File: src/core/dac_ctrl_pkg.sv
// shared constants for the dac toggle, monitor and thermal control block
package dac_ctrl_pkg;
  // wishbone register offsets (byte addresses)
  localparam logic [7:0] ctrl_offset      = 8'h00;
  localparam logic [7:0] command_offset   = 8'h04;
  localparam logic [7:0] monitor_offset   = 8'h08;
  localparam logic [7:0] status_offset    = 8'h0C;
  localparam logic [7:0] irq_status_offset = 8'h10;
  localparam logic [7:0] irq_mask_offset  = 8'h14;
  localparam logic [7:0] dac_read_offset  = 8'h18;
  // command word layout
  localparam int cmd_data_lsb   = 0;
  localparam int cmd_addr_lsb   = 16;
  localparam int cmd_regsel_lsb = 20;
  localparam logic [3:0] ctrl_channel_code = 4'hC;
  localparam logic [1:0] regsel_ctrl       = 2'h0;
  localparam logic [1:0] regsel_a          = 2'h3;
  localparam logic [1:0] regsel_b          = 2'h2;
  // 14-bit variant control bit positions
  localparam int wide_ref_level_bit  = 12;
  localparam int wide_ref_source_bit = 10;
  localparam int wide_thermal_bit    = 8;
  localparam int wide_toggle_lo_bit  = 2;
  // 12-bit variant control bit positions
  localparam int small_ref_level_bit  = 10;
  localparam int small_ref_source_bit = 8;
  localparam int small_thermal_bit    = 6;
  localparam int small_toggle_lo_bit  = 0;
  // monitor selector encodings
  localparam logic [5:0] monitor_off_code = 6'h3F;
  localparam logic [5:0] monitor_in1_code = 6'h3D;
  localparam logic [5:0] monitor_in2_code = 6'h3E;
  // reset values
  localparam logic [15:0] ctrl_reset_value = 16'h0000;
  // status and interrupt bit positions
  localparam int evt_shutdown = 0;
  localparam int evt_load     = 1;
  localparam int evt_discard  = 2;
  localparam int evt_count    = 3;
  // soft power-up command bit in the command register
  localparam int soft_powerup_bit = 24;
endpackage : dac_ctrl_pkg

File: src/core/dac_data_mem.sv
// per-channel A or B data store with registered read
`timescale 1ns/1ps
module dac_data_mem
  import dac_ctrl_pkg::*;
#(
  parameter int width    = 14,
  parameter int channels = 16,
  parameter int aw       = 4
) (
  input  wire logic             clock,
  input  wire logic             we,
  input  wire logic [aw-1:0]    waddr,
  input  wire logic [width-1:0] wdata,
  input  wire logic [aw-1:0]    raddr,
  output logic      [width-1:0] rdata
);
  logic [width-1:0] mem [channels];

  if (channels > (1 << aw)) begin : g_bad_depth
    $error("channels exceed the address width");
  end

  always_ff @(posedge clock) begin
    if (we) begin
      mem[waddr] <= wdata;
    end
    rdata <= mem[raddr];
  end
endmodule : dac_data_mem

File: src/core/dac_toggle_monitor_thermal_ctrl.sv
// control for reference, monitor mux, toggle mode and thermal shutdown
// Function
// - external reference selected after power-up
// - 14-bit: bit12 level, bit10 internal source
// - 12-bit: bit10 level, bit8 internal source
// - monitor routes addressed channel once enabled
// - monitor address 63 tristates monitor pin
// - two external monitor inputs are selectable
// - regsel 00, address 1100 writes control
// - toggle enabled per group of eight
// - B writes only while group toggles
// - each strobe alternates A and B, A first
// - first strobe after disable loads A
// - thermal monitor enable bit per variant
// - overtemperature powers down all amplifiers
// - recover by soft power-up or disable
// - 12-bit: bit1 channels 8-15, bit0 0-7
// - strobe during busy applied after busy
`timescale 1ns/1ps
module dac_toggle_monitor_thermal_ctrl
  import dac_ctrl_pkg::*;
#(
  parameter bit small_variant = 1'b0,
  parameter int channels      = 16,
  parameter int width         = 14
) (
  input  wire logic        clock,
  input  wire logic        rst_n,
  input  wire logic        wb_cyc_i,
  input  wire logic        wb_stb_i,
  input  wire logic        wb_we_i,
  input  wire logic [7:0]  wb_adr_i,
  input  wire logic [3:0]  wb_sel_i,
  input  wire logic [31:0] wb_dat_i,
  output logic      [31:0] wb_dat_o,
  output logic             wb_ack_o,
  input  wire logic        load_strobe_n,
  input  wire logic        busy_n,
  input  wire logic        over_temp,
  output logic             monitor_oe_n,
  output logic [5:0]       monitor_route,
  output logic             amps_powered,
  output logic             internal_ref_on,
  output logic             ref_level_high,
  output logic             irq
);
  localparam int aw = 4;
  localparam int groups = channels / 8;

  // the command word carries 16 data bits and the channel walk needs whole groups of eight
  if (channels != 8 && channels != 16) begin : g_bad_channels
    $error("channels must be 8 or 16");
  end
  if (width < 1 || width > 16) begin : g_bad_width
    $error("width must fit the 16-bit data field");
  end
  if (small_variant && width != 12) begin : g_bad_variant
    $error("small variant is 12-bit");
  end

  function automatic logic [3:0] bit_pos(input int wide, input int narrow);
    bit_pos = small_variant ? 4'(narrow) : 4'(wide);
  endfunction : bit_pos

  logic [15:0] ctrl_q;
  logic [5:0]  monitor_q;
  logic [evt_count-1:0] irq_status_q;
  logic [evt_count-1:0] irq_mask_q;
  logic        ack_q;
  logic [31:0] dat_q;
  logic        shutdown_q;
  logic [1:0]  toggle_state_q;
  logic [1:0]  was_toggling_q;
  logic        pending_q;
  logic [2:0]  strobe_sync_q;
  logic [2:0]  busy_sync_q;
  logic [2:0]  temp_sync_q;
  logic        strobe_level_q;
  logic        busy_level_q;
  logic        temp_level_q;
  logic [width-1:0] dac_q [channels];
  logic [aw-1:0] load_idx_q;
  logic        loading_q;
  logic        load_side_b_q;
  logic [aw-1:0] read_sel_q;

  // a change counts once second and third flops agree
  // strobe and temperature reset values match the idle pin levels, so no false strobe follows reset; busy resets to its busy level
  always_ff @(posedge clock or negedge rst_n) begin
    if (!rst_n) begin
      strobe_sync_q  <= 3'h7;
      busy_sync_q    <= 3'h0;
      temp_sync_q    <= 3'h0;
      strobe_level_q <= 1'b1;
      busy_level_q   <= 1'b0;
      temp_level_q   <= 1'b0;
    end else begin
      strobe_sync_q <= {strobe_sync_q[1:0], load_strobe_n};
      busy_sync_q   <= {busy_sync_q[1:0], busy_n};
      temp_sync_q   <= {temp_sync_q[1:0], over_temp};
      if (strobe_sync_q[1] == strobe_sync_q[2]) strobe_level_q <= strobe_sync_q[2];
      if (busy_sync_q[1] == busy_sync_q[2]) busy_level_q <= busy_sync_q[2];
      if (temp_sync_q[1] == temp_sync_q[2]) temp_level_q <= temp_sync_q[2];
    end
  end

  wire strobe_fall = strobe_level_q && (strobe_sync_q[2:1] == 2'b00);

  // bus decode
  // ack is registered and gates the request, so a held stb is taken every second cycle
  wire bus_req   = wb_cyc_i && wb_stb_i && !ack_q;
  wire wr        = bus_req && wb_we_i;
  wire hit_ctrl  = wb_adr_i == ctrl_offset;
  wire hit_cmd   = wb_adr_i == command_offset;
  wire hit_mon   = wb_adr_i == monitor_offset;
  wire hit_stat  = wb_adr_i == status_offset;
  wire hit_ist   = wb_adr_i == irq_status_offset;
  wire hit_imask = wb_adr_i == irq_mask_offset;
  wire hit_dac   = wb_adr_i == dac_read_offset;
  wire full_word = wb_sel_i == 4'hF;

  wire [1:0]  cmd_regsel = wb_dat_i[cmd_regsel_lsb +: 2];
  wire [3:0]  cmd_addr   = wb_dat_i[cmd_addr_lsb +: 4];
  wire [15:0] cmd_data   = wb_dat_i[cmd_data_lsb +: 16];
  wire        cmd_wr     = wr && hit_cmd && full_word;
  wire        ctrl_write = (cmd_wr && cmd_regsel == regsel_ctrl && cmd_addr == ctrl_channel_code)
                           || (wr && hit_ctrl && full_word);
  wire        soft_powerup = cmd_wr && wb_dat_i[soft_powerup_bit];

  // control field decode per variant
  wire [3:0] tog_lo = bit_pos(wide_toggle_lo_bit, small_toggle_lo_bit);
  wire [1:0] toggle_en = ctrl_q[tog_lo +: 2];
  wire thermal_en = ctrl_q[bit_pos(wide_thermal_bit, small_thermal_bit)];

  // b writes outside toggle mode are dropped and flagged, not stored
  wire [aw-1:0] cmd_chan   = cmd_addr;
  wire          cmd_group  = (channels == 16) ? cmd_chan[3] : 1'b0;
  wire          chan_valid = 5'(cmd_chan) < 5'(channels);
  wire          cmd_data_sel = cmd_wr && chan_valid && !(cmd_regsel == regsel_ctrl);
  wire          a_write = cmd_data_sel && cmd_regsel == regsel_a;
  wire          b_req   = cmd_data_sel && cmd_regsel == regsel_b;
  wire          b_write = b_req && toggle_en[cmd_group];
  wire          b_discard = b_req && !toggle_en[cmd_group];

  // memories; reads walk channels during a load
  logic [width-1:0] a_rdata;
  logic [width-1:0] b_rdata;

  dac_data_mem #(.width(width), .channels(channels), .aw(aw)) a_mem (
    .clock (clock),
    .we    (a_write),
    .waddr (cmd_chan),
    .wdata (cmd_data[width-1:0]),
    .raddr (load_idx_q),
    .rdata (a_rdata)
  );

  dac_data_mem #(.width(width), .channels(channels), .aw(aw)) b_mem (
    .clock (clock),
    .we    (b_write),
    .waddr (cmd_chan),
    .wdata (cmd_data[width-1:0]),
    .raddr (load_idx_q),
    .rdata (b_rdata)
  );

  // strobe handling: remembered while busy, applied once busy ends
  // a strobe during a running walk is queued rather than restarting it
  wire strobe_event = strobe_fall || pending_q;
  wire start_load   = strobe_event && busy_level_q && !loading_q;
  // strobe and control write in one cycle: the strobe advances, then the write may clear
  wire [1:0] toggle_next = start_load ? (toggle_en & ~toggle_state_q) : toggle_state_q;

  always_ff @(posedge clock or negedge rst_n) begin
    if (!rst_n) begin
      pending_q      <= 1'b0;
      toggle_state_q <= 2'h0;
      was_toggling_q <= 2'h0;
      loading_q      <= 1'b0;
      load_idx_q     <= '0;
      load_side_b_q  <= 1'b0;
    end else begin
      pending_q <= (strobe_fall && (!busy_level_q || loading_q)) || (pending_q && !start_load);
      if (start_load) begin
        loading_q     <= 1'b1;
        load_idx_q    <= '0;
        load_side_b_q <= 1'b0;
        // per group: next side is A first, then alternate; disabled groups use A
        toggle_state_q <= toggle_next;
        was_toggling_q <= toggle_en & toggle_state_q;
      end else if (loading_q) begin
        load_side_b_q <= 1'b1;
        if (load_side_b_q) begin
          load_idx_q <= load_idx_q + 1'b1;
          load_side_b_q <= 1'b0;
          if (5'(load_idx_q) == 5'(channels - 1)) loading_q <= 1'b0;
        end
      end
      if (ctrl_write) begin
        // re-enable starts from A again
        toggle_state_q <= toggle_next & cmd_or_ctrl_toggle();
      end
    end
  end

  function automatic logic [1:0] cmd_or_ctrl_toggle();
    logic [15:0] v;
    v = hit_cmd ? cmd_data : wb_dat_i[15:0];
    cmd_or_ctrl_toggle = v[tog_lo +: 2];
  endfunction : cmd_or_ctrl_toggle

  // dac registers filled on the second cycle of each channel slot
  // the memory read register costs one cycle, hence two cycles a channel
  wire          load_group = (channels == 16) ? load_idx_q[3] : 1'b0;
  wire          use_b      = was_toggling_q[load_group];
  always_ff @(posedge clock or negedge rst_n) begin
    if (!rst_n) begin
      for (int i = 0; i < channels; i++) dac_q[i] <= '0;
    end else if (loading_q && load_side_b_q) begin
      dac_q[load_idx_q] <= use_b ? b_rdata : a_rdata;
    end
  end

  // control register, monitor selector, thermal state
  // cooling alone does not clear a trip; the host must power up or disable
  wire new_thermal = hit_cmd ? cmd_data[bit_pos(wide_thermal_bit, small_thermal_bit)]
                             : wb_dat_i[bit_pos(wide_thermal_bit, small_thermal_bit)];
  wire trip = thermal_en && temp_level_q && !shutdown_q;
  always_ff @(posedge clock or negedge rst_n) begin
    if (!rst_n) begin
      ctrl_q     <= ctrl_reset_value;
      monitor_q  <= monitor_off_code;
      shutdown_q <= 1'b0;
    end else begin
      if (ctrl_write) ctrl_q <= hit_cmd ? cmd_data : wb_dat_i[15:0];
      if (wr && hit_mon && full_word) monitor_q <= wb_dat_i[5:0];
      if (trip) shutdown_q <= 1'b1;
      else if ((soft_powerup && !temp_level_q) || (ctrl_write && !new_thermal)) shutdown_q <= 1'b0;
    end
  end

  // monitor routing: channel, external input, or off
  // the pin stays three-stated until the host sets the monitor enable
  wire mon_enable = ctrl_q[15];
  wire mon_is_chan = 7'(monitor_q) < 7'(channels);
  wire mon_is_ext  = monitor_q == monitor_in1_code || monitor_q == monitor_in2_code;
  wire mon_drive   = mon_enable && (mon_is_chan || mon_is_ext) && monitor_q != monitor_off_code;

  // interrupts: set beats write-one-to-clear
  wire [evt_count-1:0] events = {b_discard, start_load, trip};
  wire [evt_count-1:0] w1c    = (wr && hit_ist) ? wb_dat_i[evt_count-1:0] : '0;
  wire [evt_count-1:0] status_next = (irq_status_q & ~w1c) | events;
  always_ff @(posedge clock or negedge rst_n) begin
    if (!rst_n) begin
      irq_status_q <= '0;
      irq_mask_q   <= '0;
    end else begin
      irq_status_q <= status_next;
      if (wr && hit_imask) irq_mask_q <= wb_dat_i[evt_count-1:0];
    end
  end

  // read mux
  always_ff @(posedge clock or negedge rst_n) begin
    if (!rst_n) read_sel_q <= '0;
    else if (wr && hit_dac) read_sel_q <= wb_dat_i[aw-1:0];
  end
  wire [31:0] status_word = {27'h0, busy_level_q, pending_q, loading_q, toggle_state_q[0], shutdown_q};
  wire [31:0] rd_mux = hit_ctrl  ? {16'h0, ctrl_q} :
                       hit_mon   ? {26'h0, monitor_q} :
                       hit_stat  ? status_word :
                       hit_ist   ? {29'h0, irq_status_q} :
                       hit_imask ? {29'h0, irq_mask_q} :
                       hit_dac   ? 32'(dac_q[read_sel_q]) : 32'h0000_0000;

  // outputs from flops; ack one cycle after request, unmapped reads zero
  // amplifiers are held off in reset and come up one edge after release
  always_ff @(posedge clock or negedge rst_n) begin
    if (!rst_n) begin
      ack_q           <= 1'b0;
      dat_q           <= 32'h0000_0000;
      monitor_oe_n    <= 1'b1;
      monitor_route   <= monitor_off_code;
      amps_powered    <= 1'b0;
      internal_ref_on <= 1'b0;
      ref_level_high  <= 1'b0;
      irq             <= 1'b0;
    end else begin
      ack_q           <= bus_req;
      dat_q           <= rd_mux;
      monitor_oe_n    <= !mon_drive;
      monitor_route   <= mon_drive ? monitor_q : monitor_off_code;
      amps_powered    <= !(shutdown_q || trip);
      internal_ref_on <= ctrl_q[bit_pos(wide_ref_source_bit, small_ref_source_bit)];
      ref_level_high  <= ctrl_q[bit_pos(wide_ref_level_bit, small_ref_level_bit)];
      irq             <= |(status_next & irq_mask_q);
    end
  end
  assign wb_ack_o = ack_q;
  assign wb_dat_o = dat_q;
endmodule : dac_toggle_monitor_thermal_ctrl

File: config.mk
export PLATFORM = sky130hd
export DESIGN_NAME = dac_toggle_monitor_thermal_ctrl
export DESIGN_NICKNAME = d
export VERILOG_FILES = /design/src/core/dac_ctrl_pkg.sv /design/src/core/dac_data_mem.sv /design/src/core/dac_toggle_monitor_thermal_ctrl.sv
export SDC_FILE = /design/constraint.sdc
export NUM_CORES = 1
export LEC_CHECK = 0
export ABC_AREA = 1
export BUFFER_PORTS_ARGS = -buffer_cell sky130_fd_sc_hd__buf_2
export CAP_MARGIN = 15
export CORE_UTILIZATION = 60
export DETAILED_ROUTE_END_ITERATION = 8
export MAX_ROUTING_LAYER = met4
export PLACE_DENSITY = 0.82
export SLEW_MARGIN = 10
export SYNTH_ARGS = -nofsm -noshare
export SYNTH_HDL_FRONTEND = slang
export SYNTH_SLANG_ARGS = --single-unit
export TNS_END_PERCENT = 30
File: constraint.sdc
create_clock -name clock -period 2.9 [get_ports clock]
set_clock_uncertainty 0.05 [all_clocks]
set_input_delay 0.435 -clock clock [delete_from_list [all_inputs] [get_ports clock]]
set_output_delay 0.435 -clock clock [all_outputs]
set_load 0.005 [all_outputs]
# Word-level counts from Yosys, hierarchy flattened
# Memory sizes are Yosys's and may differ from the RTL's. A register that Yosys moved wholly into a read port is not among the register bits.
# Cells that the tools add are included.
totals:
  ff_bits: 308
  ram_bits: 448
  out_inout_bits: 44
  elab_cells: 177
  n_memories: 2
classes:
  add_sub_neg: 1
  n_lt_le_gt_ge: 6
  n_eq_ne: 17
  n_mux: 38
  bitwise: 10
  reduce_logical: 61
mem_list:
  columns: ["name", "words", "word_bits", "rd", "rd_clocked_by_memory_dff", "wr", "line", "text"]
  rows:
  - ["a_mem.mem", 16, 14, 1, 1, 1, "dac_data_mem.sv:17", "logic [width-1:0] mem [channels];"]
  - ["b_mem.mem", 16, 14, 1, 1, 1, "dac_data_mem.sv:17", null]
ops:
  columns: ["cell", "n"]
  rows:
  - ["bitwise mux 224 bit", 1]
  - ["2-to-1 mux 14 bit", 9]
  - ["binary-select mux 14 bit (select 4 bit)", 1]
  - ["demux 14 bit (select 4 bit)", 1]
  - ["logical AND 1 bit", 33]
  - ["equality test 8 x 5 -> 1 bit (second input constant)", 3]
  - ["2-to-1 mux 1 bit", 17]
  - ["equality test 8 x 4 -> 1 bit (second input constant)", 2]
  - ["2-to-1 mux 16 bit", 1]
  - ["equality test 4 bit (second input constant)", 3]
  - ["equality test 6 bit (second input constant)", 2]
  - ["2-to-1 mux 4 bit", 3]
  - ["logical NOT 1 bit", 11]
  - ["greater-or-equal comparator 5 bit (second input constant)", 2]
  - ["inverter 4 -> 5 bit", 2]
  - ["equality test 8 x 3 -> 1 bit (second input constant)", 1]
  - ["logical NOT 8 bit", 1]
  - ["logical OR 1 bit", 8]
  - ["nonzero test 2 bit", 4]
  - ["bitwise AND 2 bit", 3]
  - ["bitwise AND 3 bit", 2]
  - ["less-than comparator 6 x 5 -> 1 bit (second input constant)", 1]
  - ["2-to-1 mux 2 bit", 3]
  - ["2-to-1 mux 6 bit", 1]
  - ["13 further kinds", 18]

# Logic depth before layout (Yosys ltp)
logic_depth:
  ltp_word: 12
  depth_mapped: 13

# Hierarchy
# A second synthesis with hierarchy kept.
unflattened:
  cells_unflattened: 3505
  hier_area_um2: 34281.6
by_module_without_submodules:
  columns: ["mod", "instances", "cells_each", "area_per_inst_um2", "seq_area_each_um2"]
  rows:
  - ["dac_data_mem", 2, 943, 9985.8, 7006.7]
  - ["dac_toggle_monitor_thermal_ctrl", 1, 1619, 14310.0, 7728.7]

# Worst setup path before layout
# No wires, ideal clock.
synth_path:
  path_kind: "in2reg"
  startpoint: "input port wb_cyc_i"
  endpoint: "memory b_mem.mem[0][0], enable pin"
  setup_ps: 384
  t_arrival_ps: 1956
  path_slack_ps: 509
  path_stages: 9
  path_buffers: 1
  cell_sequence: "nand2_1 -> nor2_1 -> nand2_1 -> nor2_2 -> nand2_1 -> nor2_4 -> nand4_2 -> buf_6 -> nor2_1"
synth_between:
  elab_chain_len: 10
synth_lines:
  columns: ["element", "line", "text"]
  rows:
  - ["from (decl)", "dac_toggle_monitor_thermal_ctrl.sv:29", "input wire logic wb_cyc_i,"]
  - ["logical AND 1 bit (2 in series)", "dac_toggle_monitor_thermal_ctrl.sv:111", "wire bus_req = wb_cyc_i && wb_stb_i && !ack_q;"]
  - ["net bus_req", "dac_toggle_monitor_thermal_ctrl.sv:111", null]
  - ["logical AND 1 bit", "dac_toggle_monitor_thermal_ctrl.sv:112", "wire wr = bus_req && wb_we_i;"]
  - ["logical AND 1 bit (2 in series)", "dac_toggle_monitor_thermal_ctrl.sv:125", "wire cmd_wr = wr && hit_cmd && full_word;"]
  - ["logical AND 1 bit", "dac_toggle_monitor_thermal_ctrl.sv:139", "wire cmd_data_sel = cmd_wr && chan_valid && !(cmd_regsel == regsel_ctrl);"]
  - ["logical AND 1 bit", "dac_toggle_monitor_thermal_ctrl.sv:141", "wire b_req = cmd_data_sel && cmd_regsel == regsel_b;"]
  - ["logical AND 1 bit", "dac_toggle_monitor_thermal_ctrl.sv:142", "wire b_write = b_req && toggle_en[cmd_group];"]
  - ["2-to-1 mux 1 bit", "dac_data_mem.sv:24", "if (we) begin"]
  - ["2-to-1 mux 1 bit (implied by the code)", "dac_data_mem.sv:25", "mem[waddr] <= wdata;"]
  - ["to (decl)", "dac_data_mem.sv:17", null]
# The timed path passes the listed nets, and every way through them passes these cells.

# Worst setup path in the final report
layout_path:
  startpoint: "input port wb_stb_i"
  endpoint: "memory a_mem.mem[3][11], enable pin"
layout_between:
  elab_chain_len: 9
layout_lines:
  columns: ["element", "line", "text"]
  rows:
  - ["from (decl)", "dac_toggle_monitor_thermal_ctrl.sv:30", "input wire logic wb_stb_i,"]
  - ["logical AND 1 bit (2 in series)", "dac_toggle_monitor_thermal_ctrl.sv:111", null]
  - ["net bus_req", "dac_toggle_monitor_thermal_ctrl.sv:111", null]
  - ["logical AND 1 bit", "dac_toggle_monitor_thermal_ctrl.sv:112", null]
  - ["logical AND 1 bit (2 in series)", "dac_toggle_monitor_thermal_ctrl.sv:125", null]
  - ["logical AND 1 bit", "dac_toggle_monitor_thermal_ctrl.sv:139", null]
  - ["logical AND 1 bit", "dac_toggle_monitor_thermal_ctrl.sv:140", "wire a_write = cmd_data_sel && cmd_regsel == regsel_a;"]
  - ["2-to-1 mux 1 bit", "dac_data_mem.sv:24", null]
  - ["2-to-1 mux 1 bit (implied by the code)", "dac_data_mem.sv:25", null]
  - ["to (decl)", "dac_data_mem.sv:17", null]
# The timed path passes the listed nets, and every way through them passes these cells.

==> impl_metrics.yaml <==
sta:
  max_slew_margin: 0.342
  min_period_ns: 2.43
  setup_tns_ns: 0
  setup_viol: 0
  hold_viol_final: 0
  drv_slew: 0
  fmax_mhz: 412
  worst_pin_slew_ns: 0.987
  worst_slack_ns: 0.472
  post-route-period-util: 0.837
  rsz0062_at_grt: "no"
finish:
  diodes: 0
  drive_gt1_frac: 0.143
  multi_input_area_sq_mm: 0.00910
  fill_cells: 3531
  seqCellArea_sq_mm: 0.0218
  syn_to_final_growth_pct: 11.1
  fin_util: 0.678
  nNetsFinal: 3062
pwr:
  peakVddDrop_mv: 0.866
  p_seq_frac: 0.428
  p_per_area_mw_per_mm2: 930
  swShare: 0.351
  power.leakage_nw: 14.2
  p_int_mw: 21.6
  total_power_mw: 33.3
  power_switching_mw: 11.7
  pwr-share-clk: 0.286
  combinationalPowerShare: 0.286
global_route:
  antenna_found_initial: 0
  grt_pass1_wl_um: 127000
  grt_pass1_vias: 22800
  grt-ovfl-total: 0
  grt_start_max_net_pins: 225
  grt_usage: 0.317
synth:
  yosysSeqAreaShare: 0.675
  yosys_warnings: 0
  synthTopCellsByArea: "edfxtp_1 42%, dfrtp_1 23%, o21ai_0 6.9%, nand2_1 6.6%, nor2_1 4.4%"
  synth_compound_area_frac: 0.136
  synth-edff-count: 448
  synthMuxAreaShare: 0.00770
  synth_top_family_by_area: "compound AO/OA/AOI/OAI gates"
  synth_cells: 2942
  synth-seq-cells: 784
  synth-main-ff-cell: "edfxtp_1"
  avgSynthCellArea_sq_um: 10.9
  yosysMostFrequentCell: "nand2_1"
  synth_area_sq_mm: 0.0322
  synth_top_cell_by_area: "edfxtp_1"
  synthXorXnorAreaFrac: 0.000272
  synth_commonest_cells: "569 x nand2_1, 448 x edfxtp_1, 446 x o21ai_0"
  synth_fa_ha_area_frac: 0.00257
  synthArstFlopShare: 0.393
  yosysUniqueCellTypes: 45
  synthSimpleGateAreaFrac: 0.134
  netlist.area_leader.share: 0.418
floorplan:
  die_area_sq_mm: 0.0546
  io_pins: 96
  initial_core_util: 0.610
  dieHeight_um: 234
  row_count: 84
  die_x_um: 234
  coreArea_sq_mm: 0.0528
drt:
  vias: 23300
  firstDrtPassIters: 8
  wl_per_cell_um: 22.0
  wl_met1_um: 30200
  vias_per_cell: 6.21
  drc: 0
  ant_nets: 0
  dr_wl_met3_um: 8540
  highest_layer: "met4"
  drtIter0Drc: 3332
  drt-total-wl_um: 82700
  wl_met2_um: 39700
clock_network:
  cts-buffers-inserted: 75
  clk_latency_ns: 0.63
  clk_pin_slew_ns: 0.06
  cts_buffer_depth: 3
  post_cts_buffers: 0
  cts.sink_count: 784
  ctsHtreeMaxLevel: 3
  cts_resized: 0
  cts_tree: "done"
  cts_root_buf: "clkbuf_16"
placement:
  port_buffers: 70
  gp_congestion: 0.901
  place_hpwl_um: 47200
  dp_slack_ns: 0.443
critical_path:
  cp.arrival_ns: 2.69
  critPathKind: "in -> reg"
  end_kind: "flip-flop"
  worst_setup_path_start_kind: "input pin"
  crit_path_max_fanout: 16
  crit_start: "wb_stb_i"
  worst_ep_required_time_ns: 3.16
  r2r-start: "load_idx_q[0]"
flow_run:
  cap_viol_max_count: 0
hold_path:
  hp-start: "wb_dat_i[14]"
  hp-class: "in -> reg"
status:
  outcome: "completed"
[worst paths after layout]
kind / to / slack [ns] / depth (start not counted)
max: a_mem.mem[3][11] / 0.47 / 11
min: ctrl_q[14] / 0.03 / 3
max reg2reg: b_mem.rdata[12] / 0.54 / 5
min reg2reg: strobe_sync_q[1] / 0.31 / 0
max in group asynchronous: monitor_q[4] / 1.61 / 3
min in group asynchronous: dac_q[49] / 0.34 / 2
[registers in the layout, summed over array words and instances, names as in the netlist, 4 cells and up]
register / cells
wb_dat_o: 16
a_mem.mem: 224
ctrl_q: 16
a_mem.rdata: 14
b_mem.mem: 224
monitor_q: 6
dac_q: 224
monitor_route: 6
read_sel_q: 4
b_mem.rdata: 14
load_idx_q: 4
[cells in the final DEF, fill, tap and decap left out, types with 4 or more instances in the layout]
master,netlist,layout
clkbuf_8,0,10
conb_1,1,16
mux2i_2,10,10
mux2i_1,11,11
inv_2,6,6
inv_1,102,101
dfxtp_1,28,28
clkinv_8,0,4
o221ai_1,14,14
dfrtp_1,291,288
dfstp_2,17,17
ha_1,5,5
buf_12,0,10
clkbuf_1,103,27
nor2_1,375,374
edfxtp_1,448,448
buf_4,20,85
dlygate4sd3_1,0,7
o211ai_1,6,6
clkbuf_16,0,77
o21ai_0,446,446
clkinv_2,0,13
o21ai_2,100,100
nand3_1,60,60
nand4_1,34,34
nand2_2,12,12
clkinv_1,1,4
o22ai_1,135,135
o21ai_1,30,30
buf_2,60,69
nand2_1,569,569
nor2_2,7,8
a21oi_1,9,9
[cell families after synthesis]
logic type | Yosys count
AND/OR/NAND/NOR | 1071
flip-flops | 784
AO/OA/AOI/OAI | 747
buffers and inverters | 310
multiplexers | 21
adder cells (fa/ha/maj) | 7
other | 1
XOR/XNOR | 1
[worst max-delay path, stage by stage]
cell	delay (ns)
dlygate4sd3_1	0.53
buf_2	0.10
nand2_1	0.05
nor2_1	0.12
nand2_1	0.10
nor2_2	0.16
nand2_1	0.11
nor2_4	0.16
nand3_2	0.36
nor2_1	0.26
buf_4	0.28
[layout make-up]
type | instances | share of cell area
sequential | 784 | 0.608
multi-input combinational | 1863 | 0.254
clock buffer | 114 | 0.0606
timing repair buffer | 172 | 0.0355
tap | 688 | 0.0241
inverter | 109 | 0.0116
clock inverter | 22 | 0.00563
[metal layers]
| layer | GRT usage | vias to the layer above |
|---|---|---|
| met4 | 0.165 | 0 |
| met1 | 0.401 | 11200 |
| met2 | 0.497 | 1519 |
| met5 | - | - |
| met3 | 0.0502 | 299 |
| li1 | - | 10300 |
[through the flow]
step	hold slack, ns	cell area (sq um)	std cells
3_5_place_dp	0.293	33300	3609
6_report	0.0310	35800	3752
3_3_place_gp	0.283	33300	3609
2_1_floorplan	0.0894	32200	2957
4_1_cts	0.0103	35800	3752
5_1_grt	0.0360	35800	3752
[power by group through the flow]
stage	Combinational, mW	Sequential, mW	Clock (mW)
2_1_floorplan	6.66	14.1	0
3_3_place_gp	8.83	14.3	0
3_5_place_dp	9.26	14.4	0
4_1_cts	9.37	14.2	9.55
5_1_grt	10.4	14.4	9.99
6_report	9.51	14.2	9.51
[timing repair]
action,CTS,global route
endpoints found under the setup margin,0,0
hold buffers,7,0
endpoints found under the hold margin,72,0
Power figures use the tool's default switching activity.
